<file path="src/shared/ipp_pkg.sv">
/*
 Constants and field layout for the indirect peek/poke unit.
 Assumes a bus front end that decodes word commands into one-cycle strobes.
*/
package ipp_pkg;
	// ***************************************
	// command codes of the three bus registers
	// ***************************************
	localparam logic [7:0] IPP_CODE_POINTER = 8'hd0;
	localparam logic [7:0] IPP_CODE_DATA0 = 8'hd1;
	localparam logic [7:0] IPP_CODE_DATA1 = 8'hd2;

	// ***************************************
	// pointer register layout
	// ***************************************
	localparam int IPP_PTR_RSVD_BIT = 15;
	localparam int IPP_PTR_ID_BIT = 14;
	localparam int IPP_PTR_PAGE_HI = 13;
	localparam int IPP_PTR_PAGE_LO = 9;
	localparam int IPP_PTR_LOC_HI = 8;
	localparam logic [4:0] IPP_PAGE_MAX = 5'h07;
	localparam logic [8:0] IPP_PTR_RST = 9'h000;
	localparam logic [4:0] IPP_PAGE_RST = 5'h00;
	localparam logic [14:0] IPP_LAST_RST = 15'h0000;

	// ***************************************
	// special locations and pointer words
	// ***************************************
	localparam logic [8:0] IPP_LOC_FLOG = 9'h0ee;
	localparam logic [8:0] IPP_LOC_STAT0 = 9'h02c;
	localparam logic [8:0] IPP_LOC_STAT1 = 9'h02d;
	localparam logic [15:0] IPP_POKE_EN0 = 16'h0bf6;
	localparam logic [15:0] IPP_POKE_DIS0 = 16'h01f6;
	localparam logic [15:0] IPP_POKE_EN1 = 16'h4bf6;
	localparam logic [15:0] IPP_POKE_DIS1 = 16'h41f6;

	// ***************************************
	// event-record walk and status word
	// ***************************************
	localparam logic [15:0] IPP_FLOG_LEN_WORD = 16'h00ff;
	localparam int unsigned IPP_FLOG_WORDS = 128;
	localparam int IPP_ST_PEEK_FAIL = 0;
	localparam int IPP_ST_POKE_FAIL = 1;
	localparam int IPP_PORTS = 2;
endpackage

</file>
<file path="src/hdl/ipp_port_ctx.sv">
/*
 Per-port cached pointer, page, block walk position and status flags.
 Assumes all strobes are one-cycle pulses on the same clock.
*/
`timescale 1ns/1ps
module ipp_port_ctx #(
	parameter int unsigned FLOG_WORDS = ipp_pkg::IPP_FLOG_WORDS
) (
	// clock and reset
	input wire logic clk,
	input wire logic rst_n,
	// controls
	input wire logic ptr_ld,
	input wire logic [8:0] ptr_val,
	input wire logic [4:0] page_val,
	input wire logic poke_on,
	input wire logic poke_off,
	input wire logic clr_en,
	input wire logic rd_adv,
	input wire logic abort,
	input wire logic poke_done,
	input wire logic poke_ok,
	// state
	output logic [8:0] ptr,
	output logic [4:0] page,
	output logic [7:0] idx,
	output logic poke_en,
	output logic peek_fail,
	output logic poke_fail,
	output logic blk_active
);
	import ipp_pkg::*;

	// one past the last buffer word; the walk parks here
	localparam logic [7:0] IDX_END = 8'(FLOG_WORDS + 1);

	logic [8:0] ptr_q, ptr_d;
	logic [4:0] page_q, page_d;
	logic [7:0] idx_q, idx_d;
	logic en_q, en_d, pkf_q, pkf_d, pof_q, pof_d;
	wire new_blk = ptr_ld && (ptr_val == IPP_LOC_FLOG);

	assign blk_active = (ptr_q == IPP_LOC_FLOG) && (idx_q != 8'h00) && (idx_q < IDX_END);

	always_comb begin
		ptr_d = ptr_ld ? ptr_val : ptr_q;
		page_d = ptr_ld ? page_val : page_q;
		idx_d = idx_q;
		if (ptr_ld) begin
			idx_d = 8'h00;
		end else if (rd_adv && (idx_q < IDX_END)) begin
			idx_d = idx_q + 8'h01;
		end
		// abort set beats the clear from a fresh walk
		pkf_d = (abort && blk_active) ? 1'b1 : (new_blk ? 1'b0 : pkf_q);
		pof_d = poke_done ? !poke_ok : pof_q;
		en_d = en_q;
		if (clr_en) begin
			en_d = 1'b0;
		end else if (poke_on) begin
			en_d = 1'b1;
		end else if (poke_off) begin
			en_d = 1'b0;
		end
	end

	always_ff @(posedge clk) begin
		if (!rst_n) begin
			ptr_q <= IPP_PTR_RST;
			page_q <= IPP_PAGE_RST;
			idx_q <= 8'h00;
			en_q <= 1'b0;
			pkf_q <= 1'b0;
			pof_q <= 1'b0;
		end else begin
			ptr_q <= ptr_d;
			page_q <= page_d;
			idx_q <= idx_d;
			en_q <= en_d;
			pkf_q <= pkf_d;
			pof_q <= pof_d;
		end
	end

	assign ptr = ptr_q;
	assign page = page_q;
	assign idx = idx_q;
	assign poke_en = en_q;
	assign peek_fail = pkf_q;
	assign poke_fail = pof_q;
endmodule

</file>
<file path="src/hdl/ipp_top.sv">
/*
 Indirect peek/poke unit: pointer register, two data ports, status words.
 Assumes a bus front end delivering decoded word commands as strobes and an
 internal location file with a combinational read and a write strobe.
*/
`timescale 1ns/1ps
module ipp_top #(
	parameter int unsigned FLOG_WORDS = ipp_pkg::IPP_FLOG_WORDS
) (
	// clock and reset
	input wire logic CLK_SYS,
	input wire logic RST_N,
	// decoded bus command
	input wire logic CMD_WR,
	input wire logic CMD_RD,
	input wire logic [7:0] CMD_CODE,
	input wire logic [15:0] CMD_WDATA,
	output logic RSP_HIT,
	output logic RSP_VALID,
	output logic [15:0] RSP_DATA,
	// watchdog reset pin
	input wire logic WATCHDOG_INPUT,
	// internal location file
	output logic [8:0] LOC_ADDR,
	output logic [2:0] LOC_PAGE,
	input wire logic [15:0] LOC_RDATA,
	input wire logic LOC_LEGAL,
	input wire logic LOC_BYTE,
	input wire logic LOC_WRITABLE,
	output logic POKE_STB,
	output logic [8:0] POKE_ADDR,
	output logic [2:0] POKE_PAGE,
	output logic [15:0] POKE_DATA,
	// event-record buffer
	output logic [7:0] FLOG_WORD_IDX,
	input wire logic [15:0] FLOG_WORD,
	input wire logic FLOG_EE_WRITE,
	input wire logic FLOG_STORE,
	input wire logic FLOG_STD_BLOCK_RD
);
	import ipp_pkg::*;

	// ***************************************
	// elaboration check
	// ***************************************
	// the walk index is eight bits wide and parks one past the end
	if (FLOG_WORDS < 1 || FLOG_WORDS > 253) begin : g_bad
		$error("FLOG_WORDS out of range");
	end

	localparam logic [7:0] IDX_END = 8'(FLOG_WORDS + 1);

	// ***************************************
	// watchdog pin synchroniser and edge
	// ***************************************
	logic wdi_s1_q, wdi_s2_q, wdi_s3_q;
	always_ff @(posedge CLK_SYS) begin
		if (!RST_N) begin
			wdi_s1_q <= 1'b0;
			wdi_s2_q <= 1'b0;
			wdi_s3_q <= 1'b0;
		end else begin
			wdi_s1_q <= WATCHDOG_INPUT;
			wdi_s2_q <= wdi_s1_q;
			wdi_s3_q <= wdi_s2_q;
		end
	end
	wire wdi_evt = wdi_s2_q && !wdi_s3_q;

	// ***************************************
	// command decode
	// ***************************************
	wire is_ptr = (CMD_CODE == IPP_CODE_POINTER);
	wire is_d0 = (CMD_CODE == IPP_CODE_DATA0);
	wire is_d1 = (CMD_CODE == IPP_CODE_DATA1);
	wire is_data = is_d0 || is_d1;
	wire wr_ptr = CMD_WR && is_ptr;
	wire on0 = wr_ptr && (CMD_WDATA == IPP_POKE_EN0);
	wire off0 = wr_ptr && (CMD_WDATA == IPP_POKE_DIS0);
	wire on1 = wr_ptr && (CMD_WDATA == IPP_POKE_EN1);
	wire off1 = wr_ptr && (CMD_WDATA == IPP_POKE_DIS1);
	// poke control words are commands, not targets, so they leave the caches alone
	wire special = on0 || off0 || on1 || off1;
	wire wr_id = CMD_WDATA[IPP_PTR_ID_BIT];
	wire [8:0] wr_loc = CMD_WDATA[IPP_PTR_LOC_HI:0];
	wire [4:0] wr_page = CMD_WDATA[IPP_PTR_PAGE_HI:IPP_PTR_PAGE_LO];
	wire abort = FLOG_EE_WRITE || FLOG_STORE || FLOG_STD_BLOCK_RD;

	assign RSP_HIT = is_ptr || is_data;

	// ***************************************
	// per-port contexts
	// ***************************************
	logic [8:0] ptr_a [IPP_PORTS];
	logic [4:0] page_a [IPP_PORTS];
	logic [7:0] idx_a [IPP_PORTS];
	logic [IPP_PORTS-1:0] en_a, pkf_a, pof_a, act_a;
	logic [IPP_PORTS-1:0] ld_a, adv_a, done_a, on_a, off_a, sel_a;
	logic poke_ok;

	assign sel_a = {is_d1, is_d0};
	assign on_a = {on1, on0};
	assign off_a = {off1, off0};

	for (genvar i = 0; i < IPP_PORTS; i++) begin : g_port
		assign ld_a[i] = wr_ptr && !special && (wr_id == 1'(i));
		assign adv_a[i] = CMD_RD && sel_a[i] && (ptr_a[i] == IPP_LOC_FLOG);
		assign done_a[i] = CMD_WR && sel_a[i];
		ipp_port_ctx #(
			.FLOG_WORDS(FLOG_WORDS)
		) u_ctx (
			.clk(CLK_SYS),
			.rst_n(RST_N),
			.ptr_ld(ld_a[i]),
			.ptr_val(wr_loc),
			.page_val(wr_page),
			.poke_on(on_a[i]),
			.poke_off(off_a[i]),
			.clr_en(wdi_evt),
			.rd_adv(adv_a[i]),
			.abort(abort),
			.poke_done(done_a[i]),
			.poke_ok(poke_ok),
			.ptr(ptr_a[i]),
			.page(page_a[i]),
			.idx(idx_a[i]),
			.poke_en(en_a[i]),
			.peek_fail(pkf_a[i]),
			.poke_fail(pof_a[i]),
			.blk_active(act_a[i])
		);
	end

	// ***************************************
	// selected port and location lookup
	// ***************************************
	// the port's own page drives the lookup, never the normal page
	wire [8:0] cur_ptr = is_d1 ? ptr_a[1] : ptr_a[0];
	wire [4:0] cur_page = is_d1 ? page_a[1] : page_a[0];
	wire [7:0] cur_idx = is_d1 ? idx_a[1] : idx_a[0];
	wire page_ok = (cur_page <= IPP_PAGE_MAX);
	wire loc_flog = (cur_ptr == IPP_LOC_FLOG);
	wire loc_st0 = (cur_ptr == IPP_LOC_STAT0);
	wire loc_st1 = (cur_ptr == IPP_LOC_STAT1);
	wire loc_internal = loc_flog || loc_st0 || loc_st1;

	assign LOC_ADDR = cur_ptr;
	assign LOC_PAGE = cur_page[2:0];
	// walk position 0 is the length word, so the buffer index lags by one
	assign FLOG_WORD_IDX = cur_idx - 8'h01;

	// ***************************************
	// read data selection
	// ***************************************
	logic [14:0] last_ptr_q;
	wire [15:0] st0_word = {14'h0000, pof_a[0], pkf_a[0]};
	wire [15:0] st1_word = {14'h0000, pof_a[1], pkf_a[1]};
	wire [15:0] loc_word = LOC_BYTE ? {8'h00, LOC_RDATA[7:0]} : LOC_RDATA;
	wire [15:0] blk_word = (cur_idx == 8'h00) ? IPP_FLOG_LEN_WORD :
		((cur_idx < IDX_END) ? FLOG_WORD : 16'h0000);
	wire [15:0] ext_word = (page_ok && LOC_LEGAL) ? loc_word : 16'h0000;
	wire [15:0] data_word = loc_flog ? blk_word :
		(loc_st0 ? st0_word : (loc_st1 ? st1_word : ext_word));
	wire [15:0] rd_word = is_ptr ? {1'b0, last_ptr_q} : data_word;

	// ***************************************
	// poke path
	// ***************************************
	wire cur_en = is_d1 ? en_a[1] : en_a[0];
	// status and block locations are peek-only
	assign poke_ok = cur_en && page_ok && LOC_LEGAL && LOC_WRITABLE && !loc_internal;
	wire poke_go = CMD_WR && is_data && poke_ok;
	wire [15:0] poke_word = LOC_BYTE ? {8'h00, CMD_WDATA[7:0]} : CMD_WDATA;

	// ***************************************
	// output registers
	// ***************************************
	logic rsp_valid_q;
	logic [15:0] rsp_data_q;
	logic poke_stb_q;
	logic [8:0] poke_addr_q;
	logic [2:0] poke_page_q;
	logic [15:0] poke_data_q;

	always_ff @(posedge CLK_SYS) begin
		if (!RST_N) begin
			last_ptr_q <= IPP_LAST_RST;
			rsp_valid_q <= 1'b0;
			rsp_data_q <= 16'h0000;
		end else begin
			if (wr_ptr) begin
				last_ptr_q <= CMD_WDATA[14:0];
			end
			rsp_valid_q <= CMD_RD && RSP_HIT;
			if (CMD_RD && RSP_HIT) begin
				rsp_data_q <= rd_word;
			end
		end
	end

	always_ff @(posedge CLK_SYS) begin
		if (!RST_N) begin
			poke_stb_q <= 1'b0;
			poke_addr_q <= 9'h000;
			poke_page_q <= 3'h0;
			poke_data_q <= 16'h0000;
		end else begin
			poke_stb_q <= poke_go;
			if (poke_go) begin
				poke_addr_q <= cur_ptr;
				poke_page_q <= cur_page[2:0];
				poke_data_q <= poke_word;
			end
		end
	end

	assign RSP_VALID = rsp_valid_q;
	assign RSP_DATA = rsp_data_q;
	assign POKE_STB = poke_stb_q;
	assign POKE_ADDR = poke_addr_q;
	assign POKE_PAGE = poke_page_q;
	assign POKE_DATA = poke_data_q;

	// ***************************************
	// checks
	// ***************************************
	property p_ptr_rsvd;
		@(posedge CLK_SYS) disable iff (!RST_N)
		CMD_RD && is_ptr |=> RSP_VALID && !RSP_DATA[15];
	endproperty
	a_ptr_rsvd: assert property (p_ptr_rsvd) else $error("pointer bit 15 not zero");

	property p_sel0;
		@(posedge CLK_SYS) disable iff (!RST_N)
		wr_ptr && !special && !wr_id |=> ptr_a[0] == $past(wr_loc) && $stable(ptr_a[1]);
	endproperty
	a_sel0: assert property (p_sel0) else $error("port 0 pointer not cached");

	property p_page1;
		@(posedge CLK_SYS) disable iff (!RST_N)
		wr_ptr && !special && wr_id |=> page_a[1] == $past(wr_page) && $stable(page_a[0]);
	endproperty
	a_page1: assert property (p_page1) else $error("port 1 page not cached");

	property p_byte;
		@(posedge CLK_SYS) disable iff (!RST_N)
		CMD_RD && is_data && !loc_internal && LOC_BYTE |=> RSP_DATA[15:8] == 8'h00;
	endproperty
	a_byte: assert property (p_byte) else $error("byte peek upper byte set");

	property p_len;
		@(posedge CLK_SYS) disable iff (!RST_N)
		CMD_RD && is_d0 && ptr_a[0] == IPP_LOC_FLOG && idx_a[0] == 8'h00
		|=> RSP_DATA == IPP_FLOG_LEN_WORD && idx_a[0] == 8'h01;
	endproperty
	a_len: assert property (p_len) else $error("length word wrong");

	property p_end;
		@(posedge CLK_SYS) disable iff (!RST_N)
		CMD_RD && is_d0 && ptr_a[0] == IPP_LOC_FLOG && idx_a[0] == IDX_END
		|=> RSP_DATA == 16'h0000 && idx_a[0] == IDX_END;
	endproperty
	a_end: assert property (p_end) else $error("read past end not zero");

	property p_poke_off;
		@(posedge CLK_SYS) disable iff (!RST_N)
		CMD_WR && is_d0 && !en_a[0] |=> !POKE_STB && pof_a[0];
	endproperty
	a_poke_off: assert property (p_poke_off) else $error("poke while disabled");

	property p_poke_ok;
		@(posedge CLK_SYS) disable iff (!RST_N)
		// back-to-back pokes are legal, so the strobe may only stay up behind another poke
		poke_go |=> POKE_STB && POKE_ADDR == $past(cur_ptr) && POKE_DATA == $past(poke_word)
			&& !($past(is_d1) ? pof_a[1] : pof_a[0]) ##1 (!POKE_STB || $past(poke_go));
	endproperty
	a_poke_ok: assert property (p_poke_ok) else $error("poke strobe wrong");

	property p_en0;
		@(posedge CLK_SYS) disable iff (!RST_N)
		on0 && !wdi_evt |=> en_a[0] && !$past(ld_a[0]);
	endproperty
	a_en0: assert property (p_en0) else $error("port 0 enable missed");

	property p_dis1;
		@(posedge CLK_SYS) disable iff (!RST_N)
		off1 |=> !en_a[1] && $stable(ptr_a[1]);
	endproperty
	a_dis1: assert property (p_dis1) else $error("port 1 disable missed");

	property p_hold;
		@(posedge CLK_SYS) disable iff (!RST_N)
		en_a[0] && !off0 && !wdi_evt |=> en_a[0];
	endproperty
	a_hold: assert property (p_hold) else $error("enable dropped");

	property p_abort;
		@(posedge CLK_SYS) disable iff (!RST_N)
		// a fresh walk right after the abort may legally clear the flag again
		abort && act_a[0] ##1 !ld_a[0] |-> pkf_a[0] ##1 pkf_a[0];
	endproperty
	a_abort: assert property (p_abort) else $error("abort not flagged");

	property p_other;
		@(posedge CLK_SYS) disable iff (!RST_N)
		(CMD_RD || CMD_WR) && !RSP_HIT |=> !RSP_VALID && !POKE_STB && $stable(idx_a[0]) && $stable(idx_a[1]);
	endproperty
	a_other: assert property (p_other) else $error("ordinary command disturbed unit");
endmodule

</file>
<file path="config.mk">
export PLATFORM = sky130hd
export DESIGN_NAME = ipp_top
export DESIGN_NICKNAME = d
export VERILOG_FILES = /design/src/shared/ipp_pkg.sv /design/src/hdl/ipp_port_ctx.sv /design/src/hdl/ipp_top.sv
export SDC_FILE = /design/constraint.sdc
export NUM_CORES = 1
export LEC_CHECK = 0
export BUFFER_PORTS_ARGS = -buffer_cell sky130_fd_sc_hd__buf_4
export CELL_PAD_IN_SITES_DETAIL_PLACEMENT = 0
export CELL_PAD_IN_SITES_GLOBAL_PLACEMENT = 2
export CORE_ASPECT_RATIO = 1.2
export CORE_MARGIN = 3
export CORE_UTILIZATION = 35
export CTS_CLUSTER_DIAMETER = 50
export DETAILED_ROUTE_END_ITERATION = 8
export PLACE_DENSITY = 0.9
export SLEW_MARGIN = 25
export SYNTH_ARGS = -nofsm -noshare
export SYNTH_HDL_FRONTEND = slang
export SYNTH_SLANG_ARGS = --single-unit
export TNS_END_PERCENT = 30
</file>
<file path="constraint.sdc">
create_clock -name CLK_SYS -period 4.3 [get_ports CLK_SYS]
set_clock_uncertainty 0.15 [all_clocks]
set_input_delay 0.43 -clock CLK_SYS [delete_from_list [all_inputs] [get_ports CLK_SYS]]
set_output_delay 0.43 -clock CLK_SYS [all_outputs]
set_load 0.005 [all_outputs]
</file>
==> flow_summary.ini <==
[clock_tree]
cts-hold-fix-buffers = 0
tritoncts_num_sinks = 114
h-tree-depth = 4
post_cts_resize_count = 0
clk_pin_slew_worst_paths_ns = 0.06
numCtsBuffers = 17
clock_latency_ns = 0.42
tritoncts_clock_tree = built
cts_setup_buffers = 0
clockRootBuffer = sky130_fd_sc_hd__clkbuf_16
clock_tree.buffer_depth = 2

[synth]
yosys-top-cells-area = sky130_fd_sc_hd__dfxtp_1 38%, sky130_fd_sc_hd__mux2i_1 12%, sky130_fd_sc_hd__nor2b_1 6.8%, sky130_fd_sc_hd__nand2_1 3.7%, sky130_fd_sc_hd__a21oi_1 2.7%
synthesis.area_um2 = 6040
yosysMostFrequentCell = sky130_fd_sc_hd__dfxtp_1
synth_warnings = 0
synthesized_area_per_cell_um2 = 9.22
synth_net_count = 730
synthesis.instances = 655
yosys_most_used_dff = sky130_fd_sc_hd__dfxtp_1
netlist.area_leader.share_pct = 37.8
post-synth-top-area-cell = sky130_fd_sc_hd__dfxtp_1
synth.cells.most_frequent = 114 x sky130_fd_sc_hd__dfxtp_1, 71 x sky130_fd_sc_hd__mux2i_1, 66 x sky130_fd_sc_hd__nor2b_1
asyncSetResetFlopFracSynth_pct = 0
synth_edf_count = 0
synth.ff_latch_count = 114
synth_unique_cells = 73
yosysSeqAreaShare_pct = 37.8

[grt]
grt_first_pass_wirelength_mm = 27.1
grt_use_total_pct = 18.1
grt_antenna_before_repair = 0
global_route.overflow_total = 0
grt_pass1_vias = 5036
grt_start_max_net_pins = 96

[hold_path]
holdCritStartpoint = WATCHDOG_INPUT
min_path_type = input port to flip-flop

[sta]
setup_repair_after_global_routing_missed_its_margin = no
final.hold.worst_slack_ns = 0.0724
setup_violations = 0
finalCriticalPeriod_ns = 3.55
timing_worst_slew_pin_value_ns = 0.838
finalCritPeriodShare_pct = 82.5
max-slew-margin-rel_pct = 44.2
final-hold-violation-count = 0
fmax_mhz = 282
maxSlewViolCount = 0
tns_ns = 0

[finish]
nNetsFinal = 850
final-instance-count-excl-fill = 1004
drive_gt1_share_pct = 25.5
stdcell_area_um2 = 7710
fin_util_pct = 45.6
antenna_cells_inserted = 0
areaGrowthSynthToFinish_pct = 27.6
filler_cell_count = 1686

[critical_path]
worst_setup_path_end_kind = output pin
crit_path_dat_ns = 2.97
timing.critical_path.cells = buf_4 > and4bb_1 > nand2_2 > a21oi_1 > ha_1 > nor3b_1 > xnor2_1 > mux2i_1 > buf_4
critical-path-top-cell-by-count = sky130_fd_sc_hd__buf_4
regToRegStartpoint = g_port[0].u_ctx.page[4]
setup.worst_path.start_class = input port
slowest_stage = sky130_fd_sc_hd__and4bb_1
timing.reg2reg.setup_slack_ns = 1.68
slowest_delay_ns = 0.58
cp-startpoint = CMD_CODE[2]
critical_path_start_end_classification = input port to output pin
crit_fanout = 24
cp_data_required_time_ns = 3.72

[floorplan]
floorplan.initialDensity_pct = 35.7
placeableCoreArea_um2 = 16900
top_level_ports = 134
design.die.area_um2 = 18900
row_count = 52
floorplan.die.width_um = 126
dieHeight_um = 150

[place]
detailed_place.area_um2 = 7130
dp_hpwl_mm = 12.9
placed_cells_incl_taps = 972
gpl.final_weighted_congestion = 0.825
buffer_ports.inserted = 133

[routing]
dr_wl_met3_um = 937
final_routed_wire_length_divided_by_cell_count_um = 17.3
drtAntennaViolNets = 0
met1_length_mm = 7.48
routed_wire_length_mm = 17.4
drt-initial-drc-count = 355
drc = 0
detail_route.vias_per_cell = 5.17
top_layer = met4
route.met2.wl_mm = 8.74
vias = 5186
detailedRoute.firstPassIterationCount = 4

[outcome]
outcome = finished clean

[power_and_ir_drop]
pwr_density_cell_nw_per_um2 = 333
worst_ir_drop_vdd_mv = 0.251
leakagePower_nw = 3.19

[run]
drv_cap = 0
## layout by cell type (no fill, tap or decap), types with 3 or more instances in the layout
cell type,instances
sky130_fd_sc_hd__xor2_1,12
sky130_fd_sc_hd__nor2_2,3
sky130_fd_sc_hd__inv_1,18
sky130_fd_sc_hd__o21ai_1,4
sky130_fd_sc_hd__nor3b_1,4
sky130_fd_sc_hd__nand2_1,59
sky130_fd_sc_hd__nand2_2,3
sky130_fd_sc_hd__nor3_1,8
sky130_fd_sc_hd__nand2b_1,11
sky130_fd_sc_hd__ha_1,8
sky130_fd_sc_hd__xnor2_1,10
sky130_fd_sc_hd__o211ai_1,16
sky130_fd_sc_hd__and3_1,9
sky130_fd_sc_hd__nor2_1,36
sky130_fd_sc_hd__or3_1,13
sky130_fd_sc_hd__o21ai_0,9
sky130_fd_sc_hd__a221oi_2,6
sky130_fd_sc_hd__clkinvlp_4,4
sky130_fd_sc_hd__nor2b_1,66
sky130_fd_sc_hd__nand3_1,8
sky130_fd_sc_hd__a21oi_1,33
sky130_fd_sc_hd__and2_1,7
sky130_fd_sc_hd__a21boi_1,11
sky130_fd_sc_hd__buf_4,136
sky130_fd_sc_hd__nand3b_1,8
sky130_fd_sc_hd__a22oi_1,5
sky130_fd_sc_hd__and4b_1,4
sky130_fd_sc_hd__clkinv_2,4
sky130_fd_sc_hd__nand4_1,9
sky130_fd_sc_hd__dfxtp_1,114
sky130_fd_sc_hd__and4_1,3
sky130_fd_sc_hd__a32o_1,5
sky130_fd_sc_hd__mux2i_1,71
sky130_fd_sc_hd__clkbuf_16,17
## metal layers
layer / up-vias / track usage (%)
met5: - / 0
met4: 0 / 5.31
met3: 19 / 4.32
met2: 130 / 31.0
met1: 2474 / 22.5
li1: 2563 / -
## critical path, delay by kind of cell
kind                       cells  cell delay, ns
adders and majority gates      1            0.33
xor gates and xnor gates       1            0.16
and+or+nand+nor                3            1.31
muxes                          1            0.09
buffers and inverters          2            0.26
AOI/OAI and AO/OA              1            0.38
## registers in the layout, summed over array words and instances, names as in the netlist, 2 cells and up
signal / count
g_port.u_ctx.poke_fail: 2
POKE_PAGE: 3
g_port.u_ctx.ptr: 18
last_ptr_q: 15
g_port.u_ctx.page: 10
g_port.u_ctx.peek_fail: 2
RSP_DATA: 16
POKE_ADDR: 9
POKE_DATA: 16
g_port.u_ctx.idx: 16
g_port.u_ctx.poke_en: 2
## layout make-up
class                           instances  area (µm²)  area share, %
Tap cell                              216         270           3.51
Timing Repair Buffer                  136        1020           13.2
Inverter                               18        67.6          0.876
Clock buffer                           19         443           5.74
Clock inverter                         13         136           1.77
Multi-Input combinational cell        488        3490           45.3
Sequential cell                       114        2280           29.6
## metrics by stage
stage / setup slack, ns / total power [mW]
floorplan: 1.49 / 1.14
global placement: 0.890 / 1.22
detailed placement: 0.756 / 1.22
CTS: 0.749 / 2.60
global route: 0.525 / 2.66
finish: 0.754 / 2.57
## where the power goes
part / internal [mW] / switching (mW)
Clock: 0.865 / 0.511
Sequential: 1.06 / 0.000697
Combinational: 0.0668 / 0.0682
## path summary, 6_finish.rpt
check,to,cells past startpoint
max,FLOG_WORD_IDX[6],9
min,wdi_s1_q,2
max reg2reg,RSP_DATA[14],6
min reg2reg,wdi_s2_q,1
## cells by family (layout without fill, tap and decap cells)
family / after synthesis / count (layout) / share of synthesized area [%]
and+or+nand+nor: 273 / 273 / 26.8
DFF: 114 / 114 / 37.8
AOI/OAI and AO/OA: 112 / 112 / 13.9
muxes: 73 / 73 / 12.2
buffers and inverters: 53 / 186 / 4.47
xor gates and xnor gates: 22 / 22 / 3.19
adders and majority gates: 8 / 8 / 1.66
Note: power is estimated with default switching activity, not from simulation.
